$ cat src/core/ccrs_pkg.sv
// Purpose: shared constants and carriers of the core clock ratio block
// Assumes: 32-bit AXI4-Lite register access, one 50 MHz input clock
// Notes: strap multipliers are plain defaults, adjust per product
package ccrs_pkg;
  // Register map, byte addresses
  localparam int ADDR_W = 4;
  localparam logic [3:0] CTRL_OFS = 4'h0;
  localparam logic [3:0] STAT_OFS = 4'h4;
  // AXI response codes
  localparam logic [1:0] RESP_OKAY = 2'h0;
  localparam logic [1:0] RESP_SLVERR = 2'h2;
  localparam logic [1:0] RESP_DECERR = 2'h3;
  // Field widths
  localparam int MULT_W = 6;
  localparam int CTRL_W = 9;
  localparam int DCNT_W = 3;
  // Reset timing in input clock periods, CORE_SYNC_EDGES in core clock edges
  localparam int RST_HOLD_CYC = 4096;
  localparam int RST_HOLD_MAX = 4097;
  localparam int SYNC_DEPTH = 2;
  localparam int CORE_SYNC_EDGES = 2;
  // Multiplier chosen by the ratio pins, index = pin code
  localparam logic [3:0][MULT_W-1:0] STRAP_MULT =
    {6'h08, 6'h20, 6'h10, 6'h08};
  localparam logic [1:0] DIV_CODE_RST = 2'h0;
  localparam logic [3:0] DIV_ONE = 4'h1;

  typedef enum logic [1:0] {
    SEQ_HOLD = 2'b00,
    SEQ_COUNT = 2'b01,
    SEQ_SYNC = 2'b10,
    SEQ_RUN = 2'b11
  } ccrs_seq_t;

  // Control register layout: [8] input divide, [7:6] div, [5:0] mult
  typedef struct packed {
    logic input_divide_enable;
    logic [1:0] div_code;
    logic [MULT_W-1:0] mult;
  } ccrs_ctrl_t;

  localparam ccrs_ctrl_t CTRL_RST = '{1'h0, DIV_CODE_RST, 6'h08};

  // Settings handed to the analog loop
  typedef struct packed {
    logic [MULT_W-1:0] mult;
    logic [MULT_W:0] vco_mult;
    logic [3:0] div_val;
    logic input_divide_enable;
  } ccrs_pll_cfg_t;

  typedef struct packed {
    logic [DCNT_W-1:0] cnt;
    logic core;
    logic pclk;
  } ccrs_div_st_t;

  typedef struct packed {
    logic [1:0] rs;
    ccrs_seq_t seq;
    logic [12:0] cnt;
    logic [1:0] edges;
    logic rel;
    logic ref_ph;
    ccrs_ctrl_t ctrl;
    logic aw_h;
    logic [ADDR_W-1:0] aw_a;
    logic w_h;
    logic [31:0] w_d;
    logic [3:0] w_s;
    logic bv;
    logic [1:0] br;
    logic rv;
    logic [1:0] rr;
    logic [31:0] rd;
  } ccrs_st_t;
endpackage

$ cat src/core/ccrs_sync.sv
// Purpose: two-stage synchroniser for pin levels
// Assumes: inputs are quasi-static levels
// Notes: no reset, so straps are already valid when reset lifts
module ccrs_sync #(
  parameter int W = 2
) (
  // Clock
  input wire logic clk,
  // Data
  input wire logic [W-1:0] d,
  output logic [W-1:0] q
);
  logic [1:0][W-1:0] st_q;
  logic [1:0][W-1:0] st_d;

  always_comb begin
    st_d = {st_q[0], d};
  end

  always_ff @(posedge clk) begin
    st_q <= st_d;
  end

  assign q = st_q[1];
endmodule

$ cat src/core/ccrs_clkdiv.sv
// Purpose: core and peripheral clock post-divider
// Assumes: vco_tick pulses once per oscillator period, same clock domain
// Notes: a new divider takes effect at once; the running half period ends at the new limit
module ccrs_clkdiv (
  // Clock and reset
  input wire logic clk,
  input wire logic nrst,
  // Oscillator and ratio
  input wire logic vco_tick,
  input wire logic [1:0] div_code,
  // Clocks out
  output logic core_clk,
  output logic core_rise,
  output logic periph_clk
);
  ccrs_pkg::ccrs_div_st_t st_q;
  ccrs_pkg::ccrs_div_st_t st_d;
  logic [ccrs_pkg::DCNT_W-1:0] lim;
  logic wrap;

  // Half period of D oscillator cycles gives a core period of 2*D
  assign lim = 3'((4'h1 << div_code) - 4'h1);
  assign wrap = vco_tick && (st_q.cnt >= lim);
  assign core_rise = wrap && !st_q.core;

  always_comb begin
    st_d = st_q;
    if (wrap) begin // see RL3
      st_d.cnt = '0;
      st_d.core = !st_q.core;
      if (!st_q.core) begin // see RL6
        st_d.pclk = !st_q.pclk;
      end
    end else if (vco_tick) begin
      st_d.cnt = st_q.cnt + 3'h1;
    end
  end

  always_ff @(posedge clk or negedge nrst) begin
    if (!nrst) begin
      st_q <= '0;
    end else begin
      st_q <= st_d;
    end
  end

  assign core_clk = st_q.core;
  assign periph_clk = st_q.pclk;

  AST_CORE_HALF: assert property ( // see RL3
    @(posedge clk) disable iff (!nrst)
    nrst && vco_tick && st_q.cnt == lim |=> core_clk != $past(core_clk))
    else $error("core clock did not toggle at divider end");

  AST_PCLK_HALF: assert property ( // see RL6
    @(posedge clk) disable iff (!nrst)
    $changed(periph_clk) |-> $rose(core_clk))
    else $error("peripheral clock moved off a core rising edge");
endmodule

$ cat src/core/ccrs_top.sv
// Purpose: core clock ratio control and core reset sequencer
// Assumes: clk is the input clock pin, nrst the board reset pin
// Notes: analog loop is outside; it takes pll_cfg and pll_ref_en
// How it works
// RL1 - In reset multiplier comes from ratio pins, afterwards from software
// RL2 - Oscillator runs at twice multiplier times the loop input rate
// RL3 - Core clock is oscillator over 2*divider; divider 1,2,4,8, 1 in reset
// RL4 - Loop input is the input clock, halved when input divide is set
// RL5 - Software keeps input clock times multiplier within oscillator limits
// RL6 - Peripheral clock runs at half the core clock rate
// RL7 - Ratios are set by pins or by the software control register
// RL8 - Core reset held 4096 input clocks plus two core clocks
// RL9 - Late reset release may add one input clock, 4097 at most
// RL10 - Later resets hold the reset pin low at least four input clocks
// RL11 - Ratio pins stable 20 us before reset release
// RL12 - Input clock valid 10 us before reset release
// RL13 - Power-up reset low long enough for the loop to lock
// RL14 - Delay counts input clocks, then a two-edge core clock synchroniser
module ccrs_top #(
  parameter int RST_HOLD_CYC = ccrs_pkg::RST_HOLD_CYC
) (
  // Clock and reset pin
  input wire logic clk,
  input wire logic nrst,
  // Ratio straps and oscillator
  input wire logic [1:0] ratio_pins,
  input wire logic vco_tick,
  // AXI4-Lite write
  input wire logic [ccrs_pkg::ADDR_W-1:0] awaddr,
  input wire logic [2:0] awprot,
  input wire logic awvalid,
  output logic awready,
  input wire logic [31:0] wdata,
  input wire logic [3:0] wstrb,
  input wire logic wvalid,
  output logic wready,
  output logic [1:0] bresp,
  output logic bvalid,
  input wire logic bready,
  // AXI4-Lite read
  input wire logic [ccrs_pkg::ADDR_W-1:0] araddr,
  input wire logic [2:0] arprot,
  input wire logic arvalid,
  output logic arready,
  output logic [31:0] rdata,
  output logic [1:0] rresp,
  output logic rvalid,
  input wire logic rready,
  // Clocking out
  output ccrs_pkg::ccrs_pll_cfg_t pll_cfg,
  output logic pll_ref_en,
  output logic core_clk,
  output logic core_rise,
  output logic periph_clk,
  output logic core_rst_n
);
  localparam logic [12:0] CNT_END =
    13'(RST_HOLD_CYC - ccrs_pkg::SYNC_DEPTH - 1);
  localparam logic [1:0] EDGE_END = 2'(ccrs_pkg::CORE_SYNC_EDGES - 1);

  ccrs_pkg::ccrs_st_t st_q;
  ccrs_pkg::ccrs_st_t st_d;
  logic [1:0] strap;
  logic aw_fire;
  logic w_fire;
  logic ar_fire;
  logic wr_go;
  logic wr_ctrl;
  logic [31:0] rd_mux;
  logic [1:0] rd_resp;

  ccrs_sync #(
    .W(2)
  ) u_strap (
    .clk(clk),
    .d(ratio_pins),
    .q(strap)
  );

  ccrs_clkdiv u_div (
    .clk(clk),
    .nrst(nrst),
    .vco_tick(vco_tick),
    .div_code(st_q.ctrl.div_code),
    .core_clk(core_clk),
    .core_rise(core_rise),
    .periph_clk(periph_clk)
  );

  assign awready = !st_q.aw_h;
  assign wready = !st_q.w_h;
  assign arready = !st_q.rv;
  assign aw_fire = awvalid && awready;
  assign w_fire = wvalid && wready;
  assign ar_fire = arvalid && arready;
  assign wr_go = st_q.aw_h && st_q.w_h && !st_q.bv;
  // Ratio changes only once the core runs; straps own it before
  assign wr_ctrl = wr_go && st_q.aw_a[3:2] == ccrs_pkg::CTRL_OFS[3:2] &&
    st_q.seq == ccrs_pkg::SEQ_RUN;

  always_comb begin
    rd_mux = '0;
    rd_resp = ccrs_pkg::RESP_OKAY;
    case (araddr[3:2])
      ccrs_pkg::CTRL_OFS[3:2]: begin
        rd_mux[ccrs_pkg::CTRL_W-1:0] = st_q.ctrl;
      end
      ccrs_pkg::STAT_OFS[3:2]: begin
        rd_mux[4:0] = {strap, st_q.seq, st_q.rel};
      end
      default: begin
        rd_resp = ccrs_pkg::RESP_DECERR;
      end
    endcase
  end

  always_comb begin
    st_d = st_q;
    // Reset release synchroniser
    st_d.rs = {st_q.rs[0], 1'h1};
    // Loop input enable: every clock, or every other one
    st_d.ref_ph = st_q.ctrl.input_divide_enable ?
      !st_q.ref_ph : 1'h0; // see RL4
    case (st_q.seq)
      ccrs_pkg::SEQ_HOLD: begin
        st_d.ctrl = '{1'h0, ccrs_pkg::DIV_CODE_RST,
          ccrs_pkg::STRAP_MULT[strap]}; // see RL1
        if (st_q.rs[1]) begin
          st_d.seq = ccrs_pkg::SEQ_COUNT;
          st_d.cnt = '0;
        end
      end
      ccrs_pkg::SEQ_COUNT: begin
        st_d.cnt = st_q.cnt + 13'h1; // see RL14
        if (st_q.cnt == CNT_END) begin // see RL8
          st_d.seq = ccrs_pkg::SEQ_SYNC;
          st_d.edges = '0;
        end
      end
      ccrs_pkg::SEQ_SYNC: begin
        if (core_rise) begin // see RL14
          st_d.edges = st_q.edges + 2'h1;
          if (st_q.edges == EDGE_END) begin
            st_d.seq = ccrs_pkg::SEQ_RUN;
            st_d.rel = 1'h1;
          end
        end
      end
      ccrs_pkg::SEQ_RUN: begin
        st_d.rel = 1'h1;
      end
      default: begin
        st_d.seq = ccrs_pkg::SEQ_HOLD;
      end
    endcase
    // Write channels taken in either order
    if (aw_fire) begin
      st_d.aw_h = 1'h1;
      st_d.aw_a = awaddr;
    end
    if (w_fire) begin
      st_d.w_h = 1'h1;
      st_d.w_d = wdata;
      st_d.w_s = wstrb;
    end
    if (st_q.bv && bready) begin
      st_d.bv = 1'h0;
    end
    if (wr_go) begin
      st_d.aw_h = 1'h0;
      st_d.w_h = 1'h0;
      st_d.bv = 1'h1;
      st_d.br = ccrs_pkg::RESP_OKAY;
      if (wr_ctrl) begin // see RL7
        if (st_q.w_s[0]) begin
          st_d.ctrl[7:0] = st_q.w_d[7:0];
        end
        if (st_q.w_s[1]) begin
          st_d.ctrl.input_divide_enable = st_q.w_d[8];
        end
      end else if (st_q.aw_a[3:2] == ccrs_pkg::CTRL_OFS[3:2] ||
                   st_q.aw_a[3:2] == ccrs_pkg::STAT_OFS[3:2]) begin
        // Read-only status, or ratio locked during reset
        st_d.br = ccrs_pkg::RESP_SLVERR;
      end else begin
        st_d.br = ccrs_pkg::RESP_DECERR;
      end
    end
    if (st_q.rv && rready) begin
      st_d.rv = 1'h0;
    end
    if (ar_fire) begin
      st_d.rv = 1'h1;
      st_d.rd = rd_mux;
      st_d.rr = rd_resp;
    end
  end

  always_ff @(posedge clk or negedge nrst) begin
    if (!nrst) begin
      st_q <= '{rs: 2'h0, seq: ccrs_pkg::SEQ_HOLD, cnt: 13'h0,
        edges: 2'h0, rel: 1'h0, ref_ph: 1'h0,
        ctrl: ccrs_pkg::CTRL_RST, aw_h: 1'h0, aw_a: 4'h0, w_h: 1'h0,
        w_d: 32'h0, w_s: 4'h0, bv: 1'h0, br: 2'h0, rv: 1'h0,
        rr: 2'h0, rd: 32'h0};
    end else begin
      st_q <= st_d;
    end
  end

  assign bvalid = st_q.bv;
  assign bresp = st_q.br;
  assign rvalid = st_q.rv;
  assign rresp = st_q.rr;
  assign rdata = st_q.rd;
  assign core_rst_n = st_q.rel;
  assign pll_ref_en = !st_q.ref_ph;
  // Divider one until release; straps steer the loop so it locks in reset
  always_comb begin
    pll_cfg.mult = st_q.ctrl.mult;
    if (st_q.seq == ccrs_pkg::SEQ_HOLD) begin // see RL1
      pll_cfg.mult = ccrs_pkg::STRAP_MULT[strap];
    end
    pll_cfg.vco_mult = {pll_cfg.mult, 1'h0}; // see RL2
    pll_cfg.div_val = st_q.rel ?
      4'(4'h1 << st_q.ctrl.div_code) : ccrs_pkg::DIV_ONE; // see RL3
    pll_cfg.input_divide_enable = st_q.ctrl.input_divide_enable;
  end

  // Helper: cycles spent counting input clocks
  logic [12:0] hc_q;
  always_ff @(posedge clk or negedge nrst) begin
    if (!nrst) begin
      hc_q <= 13'h0;
    end else if (st_q.seq == ccrs_pkg::SEQ_COUNT) begin
      hc_q <= hc_q + 13'h1;
    end
  end

  AST_STRAP_LOAD: assert property ( // see RL1
    @(posedge clk) disable iff (!nrst)
    nrst && st_q.seq == ccrs_pkg::SEQ_HOLD |=>
      st_q.ctrl.mult == ccrs_pkg::STRAP_MULT[$past(strap)])
    else $error("multiplier not taken from ratio pins in reset");

  AST_SW_MULT: assert property ( // see RL1
    @(posedge clk) disable iff (!nrst)
    wr_ctrl && st_q.w_s[0] |=> pll_cfg.mult == $past(st_q.w_d[5:0]))
    else $error("software multiplier not applied");

  AST_VCO_MULT: assert property ( // see RL2
    @(posedge clk) disable iff (!nrst)
    $changed(st_q.ctrl.mult) |-> pll_cfg.vco_mult == 7'(2 * pll_cfg.mult))
    else $error("oscillator ratio is not twice the multiplier");

  AST_DIV_RESET: assert property ( // see RL3
    @(posedge clk) disable iff (!nrst)
    !core_rst_n |-> pll_cfg.div_val == 4'h1)
    else $error("divider not one during reset");

  AST_SW_DIV: assert property ( // see RL7
    @(posedge clk) disable iff (!nrst)
    wr_ctrl && st_q.w_s[0] |=>
      pll_cfg.div_val == 4'(4'h1 << $past(st_q.w_d[7:6])))
    else $error("software divider not applied");

  AST_REF_HALF: assert property ( // see RL4
    @(posedge clk) disable iff (!nrst)
    pll_cfg.input_divide_enable && $past(pll_cfg.input_divide_enable) &&
      pll_ref_en |=> !pll_ref_en)
    else $error("loop input not halved");

  AST_REF_FULL: assert property ( // see RL4
    @(posedge clk) disable iff (!nrst)
    !pll_cfg.input_divide_enable ##1 !pll_cfg.input_divide_enable |->
      pll_ref_en)
    else $error("loop input missing a clock");

  AST_HOLD_LEN: assert property ( // see RL8
    @(posedge clk) disable iff (!nrst)
    st_q.seq == ccrs_pkg::SEQ_SYNC && $past(st_q.seq) ==
      ccrs_pkg::SEQ_COUNT |-> hc_q == 13'(CNT_END + 13'h1))
    else $error("core reset counter length wrong");

  AST_HOLD_MAX: assert property ( // see RL9
    @(posedge clk) disable iff (!nrst)
    hc_q <= 13'(ccrs_pkg::RST_HOLD_MAX))
    else $error("core reset counting beyond its maximum");

  AST_CORE_SYNC: assert property ( // see RL14
    @(posedge clk) disable iff (!nrst)
    $rose(core_rst_n) |-> $past(core_rise) && $past(st_q.edges) == EDGE_END)
    else $error("core reset released off the core clock");

  AST_CTRL_LOCKED: assert property ( // see RL1
    @(posedge clk) disable iff (!nrst)
    nrst && wr_go && st_q.seq != ccrs_pkg::SEQ_RUN |=>
      bresp != ccrs_pkg::RESP_OKAY)
    else $error("ratio write accepted before core release");

  AST_REL_STAYS: assert property ( // see RL8
    @(posedge clk) disable iff (!nrst)
    core_rst_n |=> core_rst_n)
    else $error("core reset asserted again without the pin");

  AST_DIV_ONEHOT: assert property ( // see RL3
    @(posedge clk) disable iff (!nrst)
    $onehot(pll_cfg.div_val))
    else $error("divider outside one, two, four and eight");
endmodule

$ cat config.mk
export PLATFORM = sky130hd
export DESIGN_NAME = ccrs_top
export DESIGN_NICKNAME = d
export VERILOG_FILES = /design/src/core/ccrs_pkg.sv /design/src/core/ccrs_sync.sv /design/src/core/ccrs_clkdiv.sv /design/src/core/ccrs_top.sv
export SDC_FILE = /design/constraint.sdc
export NUM_CORES = 1
export LEC_CHECK = 0
export BUFFER_PORTS_ARGS = -buffer_cell sky130_fd_sc_hd__buf_2
export CAP_MARGIN = 20
export CORE_MARGIN = 2
export CORE_UTILIZATION = 45
export DETAILED_ROUTE_END_ITERATION = 16
export PLACE_DENSITY = 0.76
export SLEW_MARGIN = 20
export SYNTH_ARGS = -nofsm -noshare
export SYNTH_HDL_FRONTEND = slang
export SYNTH_HIERARCHICAL = 1
export SYNTH_SLANG_ARGS = --single-unit
$ cat constraint.sdc
create_clock -name clk -period 2.3 [get_ports clk]
set_input_delay 0.23 -clock clk [delete_from_list [all_inputs] [get_ports clk]]
set_output_delay 0.23 -clock clk [all_outputs]
set_load 0.005 [all_outputs]
==> results by group <==
Yosys
  • Simple-Gate Fraction of Synth Area: 0.1298
  • Synth Area in Compound Gates: 0.08548
  • Dominant synthesized flop cell: dfrtp_1
  • Post-synthesis mux area share: 0.1044
  • Synth Warn #: 6
  • Main combinational cell family by area after synthesis: simple AND/OR/NAND/NOR gates
  • Synthesis-stage register bit count: 68
  • Post-Syn Instances: 320
  • Post-Synth XOR/XNOR Area: 0.01967
  • Asr flop ratio synth: 0.9412
  • Post-synthesis sequential area ratio: 0.4810
  • Yosys cell types: 53
  • Syn avg cell area: 10.93 µm²
  • Post-synth EDFFs: 0
  • Post-synthesis cell area: 3498 µm²
  • Adder-cell area share of the yosys netlist: 0.05365

Routing
  • Antenna viol nets, final: 0
  • Via density: 4.897
  • Total Routed Length: 6298 µm
  • Routed WL per cell: 12.77 µm
  • DRT iter0 DRCs: 115
  • Vias: 2414
  • DRC Markers: 0
  • DRT Pass-1 Iters: 4

Cells and area
  • Layout cell share with drive strength beyond 1: 0.3427
  • Area of the multi-input gates: 1481 µm²
  • Filler cell count: 693
  • Non-Filler Instances: 493
  • Commonest cells after routing, fill and taps aside: buf_2, dfrtp_1, nand2_1
  • Post-route cell area: 4034 µm²
  • Sequential Area: 1683 µm²
  • Antenna fix cells: 0
  • Most common cell after layout, fill and taps aside: buf_2
  • # nets final: 461
  • Area growth from synthesis to layout: 15.31%

Clocking
  • Clk_lat worst skew: 0.33 ns
  • Reg clk slew, reported paths: ~0.080 ns
  • Clock root buffer: clkbuf_8
  • CTS Buf Count: 9
  • H-tree depth: 3
  • Worst-case clock buffer depth: 2
  • TritonCTS clock tree: done
  • # clock sinks: 68

Placement
  • Final HPWL DP: 4742 µm
  • Placer Congestion: 0.7656
  • Placed cell areas: 3805 µm²
  • Pre-CTS WS: 0.02725 ns
  • Port-buffer cells: 64
  • DP Cell Count: 474

Global routing
  • Global-route wire length before repair: approximately 11000 µm
  • GR Overflow Total: 0
  • Largest net degree at the start of global routing: 30
  • Initial antenna violation count: 0
  • Total GRT Usage: 0.1596
  • Number of global-route vias before repair: 2374

Floorplanning
  • CORE AREA: roughly 7600 µm²
  • Starting Density: 0.4575
  • Die X: 92.17 µm
  • Die height: ~92 µm
  • Row count: 32
  • Die area: around 8500 µm²
  • # IOs: 124

Critical path
  • Worst-path fanout max: 2
  • Crit start category: register
  • Crit path capture type: register
  • Critical Path RT: 2.51 ns
  • WS Path Type: register to register
  • CP Data Arrival Time: 2.38 ns

STA
  • Setup ws final: 0.1258 ns
  • Unrepaired setup endpoints after global routing: no
  • Final Hold Fails: 0
  • Final setup viols: 0
  • Min cycle time layout: 2.174 ns
  • Fmax: around 460 MHz
  • Worst-Margin Slew: 0.5703 ns
  • Layout Skew: 0.01144 ns
  • Worst rel slew slack: 0.6198
  • Max Transition Viols Final: 0
  • TNS Setup: 0 ns
  • Period Utilization, post-route: 0.9453

Run
  • Max-Cap Viols: 0

Pwr
  • PD cells: around 740 nW/µm²
  • Max IR drop VDD: about 0.00069 V
  • LEAKAGE: 2.019 nW

Min path
  • Min-delay worst type: input pin to register

Outcome
  • Status: finished, final reports clean
layer usage:
metal | vias to the layer above | part of all wire | GRT usage
met4 | 0 | 0.016 | 0.07090
li1 | 1166 | - | -
met5 | - | 0 | 0
met2 | 70 | 0.48 | 0.2610
met3 | 8 | 0.035 | 0.02876
met1 | 1170 | 0.46 | 0.2079
worst paths after layout:
kind	cells after the start	slack [ns]	to	start
worst max register to register	9	0.13	st_q[107]	st_q[87]
worst max-delay path	9	0.13	st_q[107]	st_q[87]
max in group asynchronous	3	1.21	st_q[83]	nrst
worst min register to register	0	0.33	u_strap/q[1]	u_strap/st_d[3]
min in group asynchronous	2	0.44	st_q[99]	nrst
worst min-delay path	2	0.07	rvalid	rready
synth_stat cells, drive strengths merged (3+ instances only):
library cell | count | area (µm²)
nor4 | 3 | 18.77
and3 | 4 | 25.02
nor2 | 9 | 33.78
mux2i | 8 | 83.83
a22o | 4 | 35.03
buf | 47 | 350.3
mux2 | 25 | 281.5
nor2b | 7 | 51.30
xnor2 | 5 | 51.30
nand4 | 3 | 18.77
nor3 | 3 | 15.01
ha | 15 | 187.7
or2 | 3 | 18.77
dfrtp | 63 | 1577
nand2 | 27 | 101.4
inv | 19 | 71.32
nand3b | 7 | 56.30
a21oi | 8 | 43.79
a31o | 3 | 26.28
dfxtp | 4 | 80.08
or4 | 5 | 37.54
clkbuf | 3 | 11.26
o21ai | 14 | 81.33
nand2b | 5 | 31.28
metrics by stage:
stage / util / total power [W] / hold slack, ns
finish: 0.5275 / 0.002976 / 0.06882
global route: 0.5275 / 0.003137 / 0.08192
CTS: 0.5270 / 0.003005 / 0.05567
detailed placement: 0.4975 / 0.002030 / 0.2620
global placement: 0.4975 / 0.002003 / 0.2592
floorplan: - / 0.001880 / -0.06559
area by class of cell:
| type | instances | share of cell area |
|---|---|---|
| flip-flops and latches | 68 | 0.4172 |
| multi-input cells | 206 | 0.3672 |
| repair buffers | 82 | 0.1179 |
| clock buffers | 12 | 0.03598 |
| well taps | 102 | 0.03164 |
| inverters | 19 | 0.01768 |
| clock inverters | 4 | 0.01241 |
repair_timing:
item | CTS | global route
setup buffers | 0 | 0
endpoints found under the setup margin | 0 | 3
resized for setup | 0 | 2
hold buffers | 3 | 0
hold endpoints to repair | 25 | 0
cell families after synthesis:
logic type / Yosys count
adders and majority gates: 15
DFF: 68
AOI/OAI and AO/OA: 44
buffers and inverters: 69
muxes: 33
and+or+nand+nor: 82
other: 2
xor gates and xnor gates: 7
sequential cells by signal (all words and copies together) (netlist names), 2 cells and up:
signal / cells
st_q: 42
rdata: 9
u_div/st_q: 3
bresp: 2
u_strap/q: 2
u_strap/st_d: 2
worst max-delay path, cell delays in order, from the launching register on:
cell and delay, ns:
dfrtp_1 0.37, or2_2 0.29, ha_1 0.32, nor2b_4 0.05, o21ai_4 0.17, nand3b_4 0.11, inv_2 0.06, a21boi_1 0.08
a211o_1 0.27, mux2_1 0.32
power breakdown:
group | switching (W) | internal (W)
logic | 0.000201 | 0.000284
clock network | 0.000444 | 0.000530
registers | 0.000129 | 0.00139
Power figures use the tool's default switching activity.
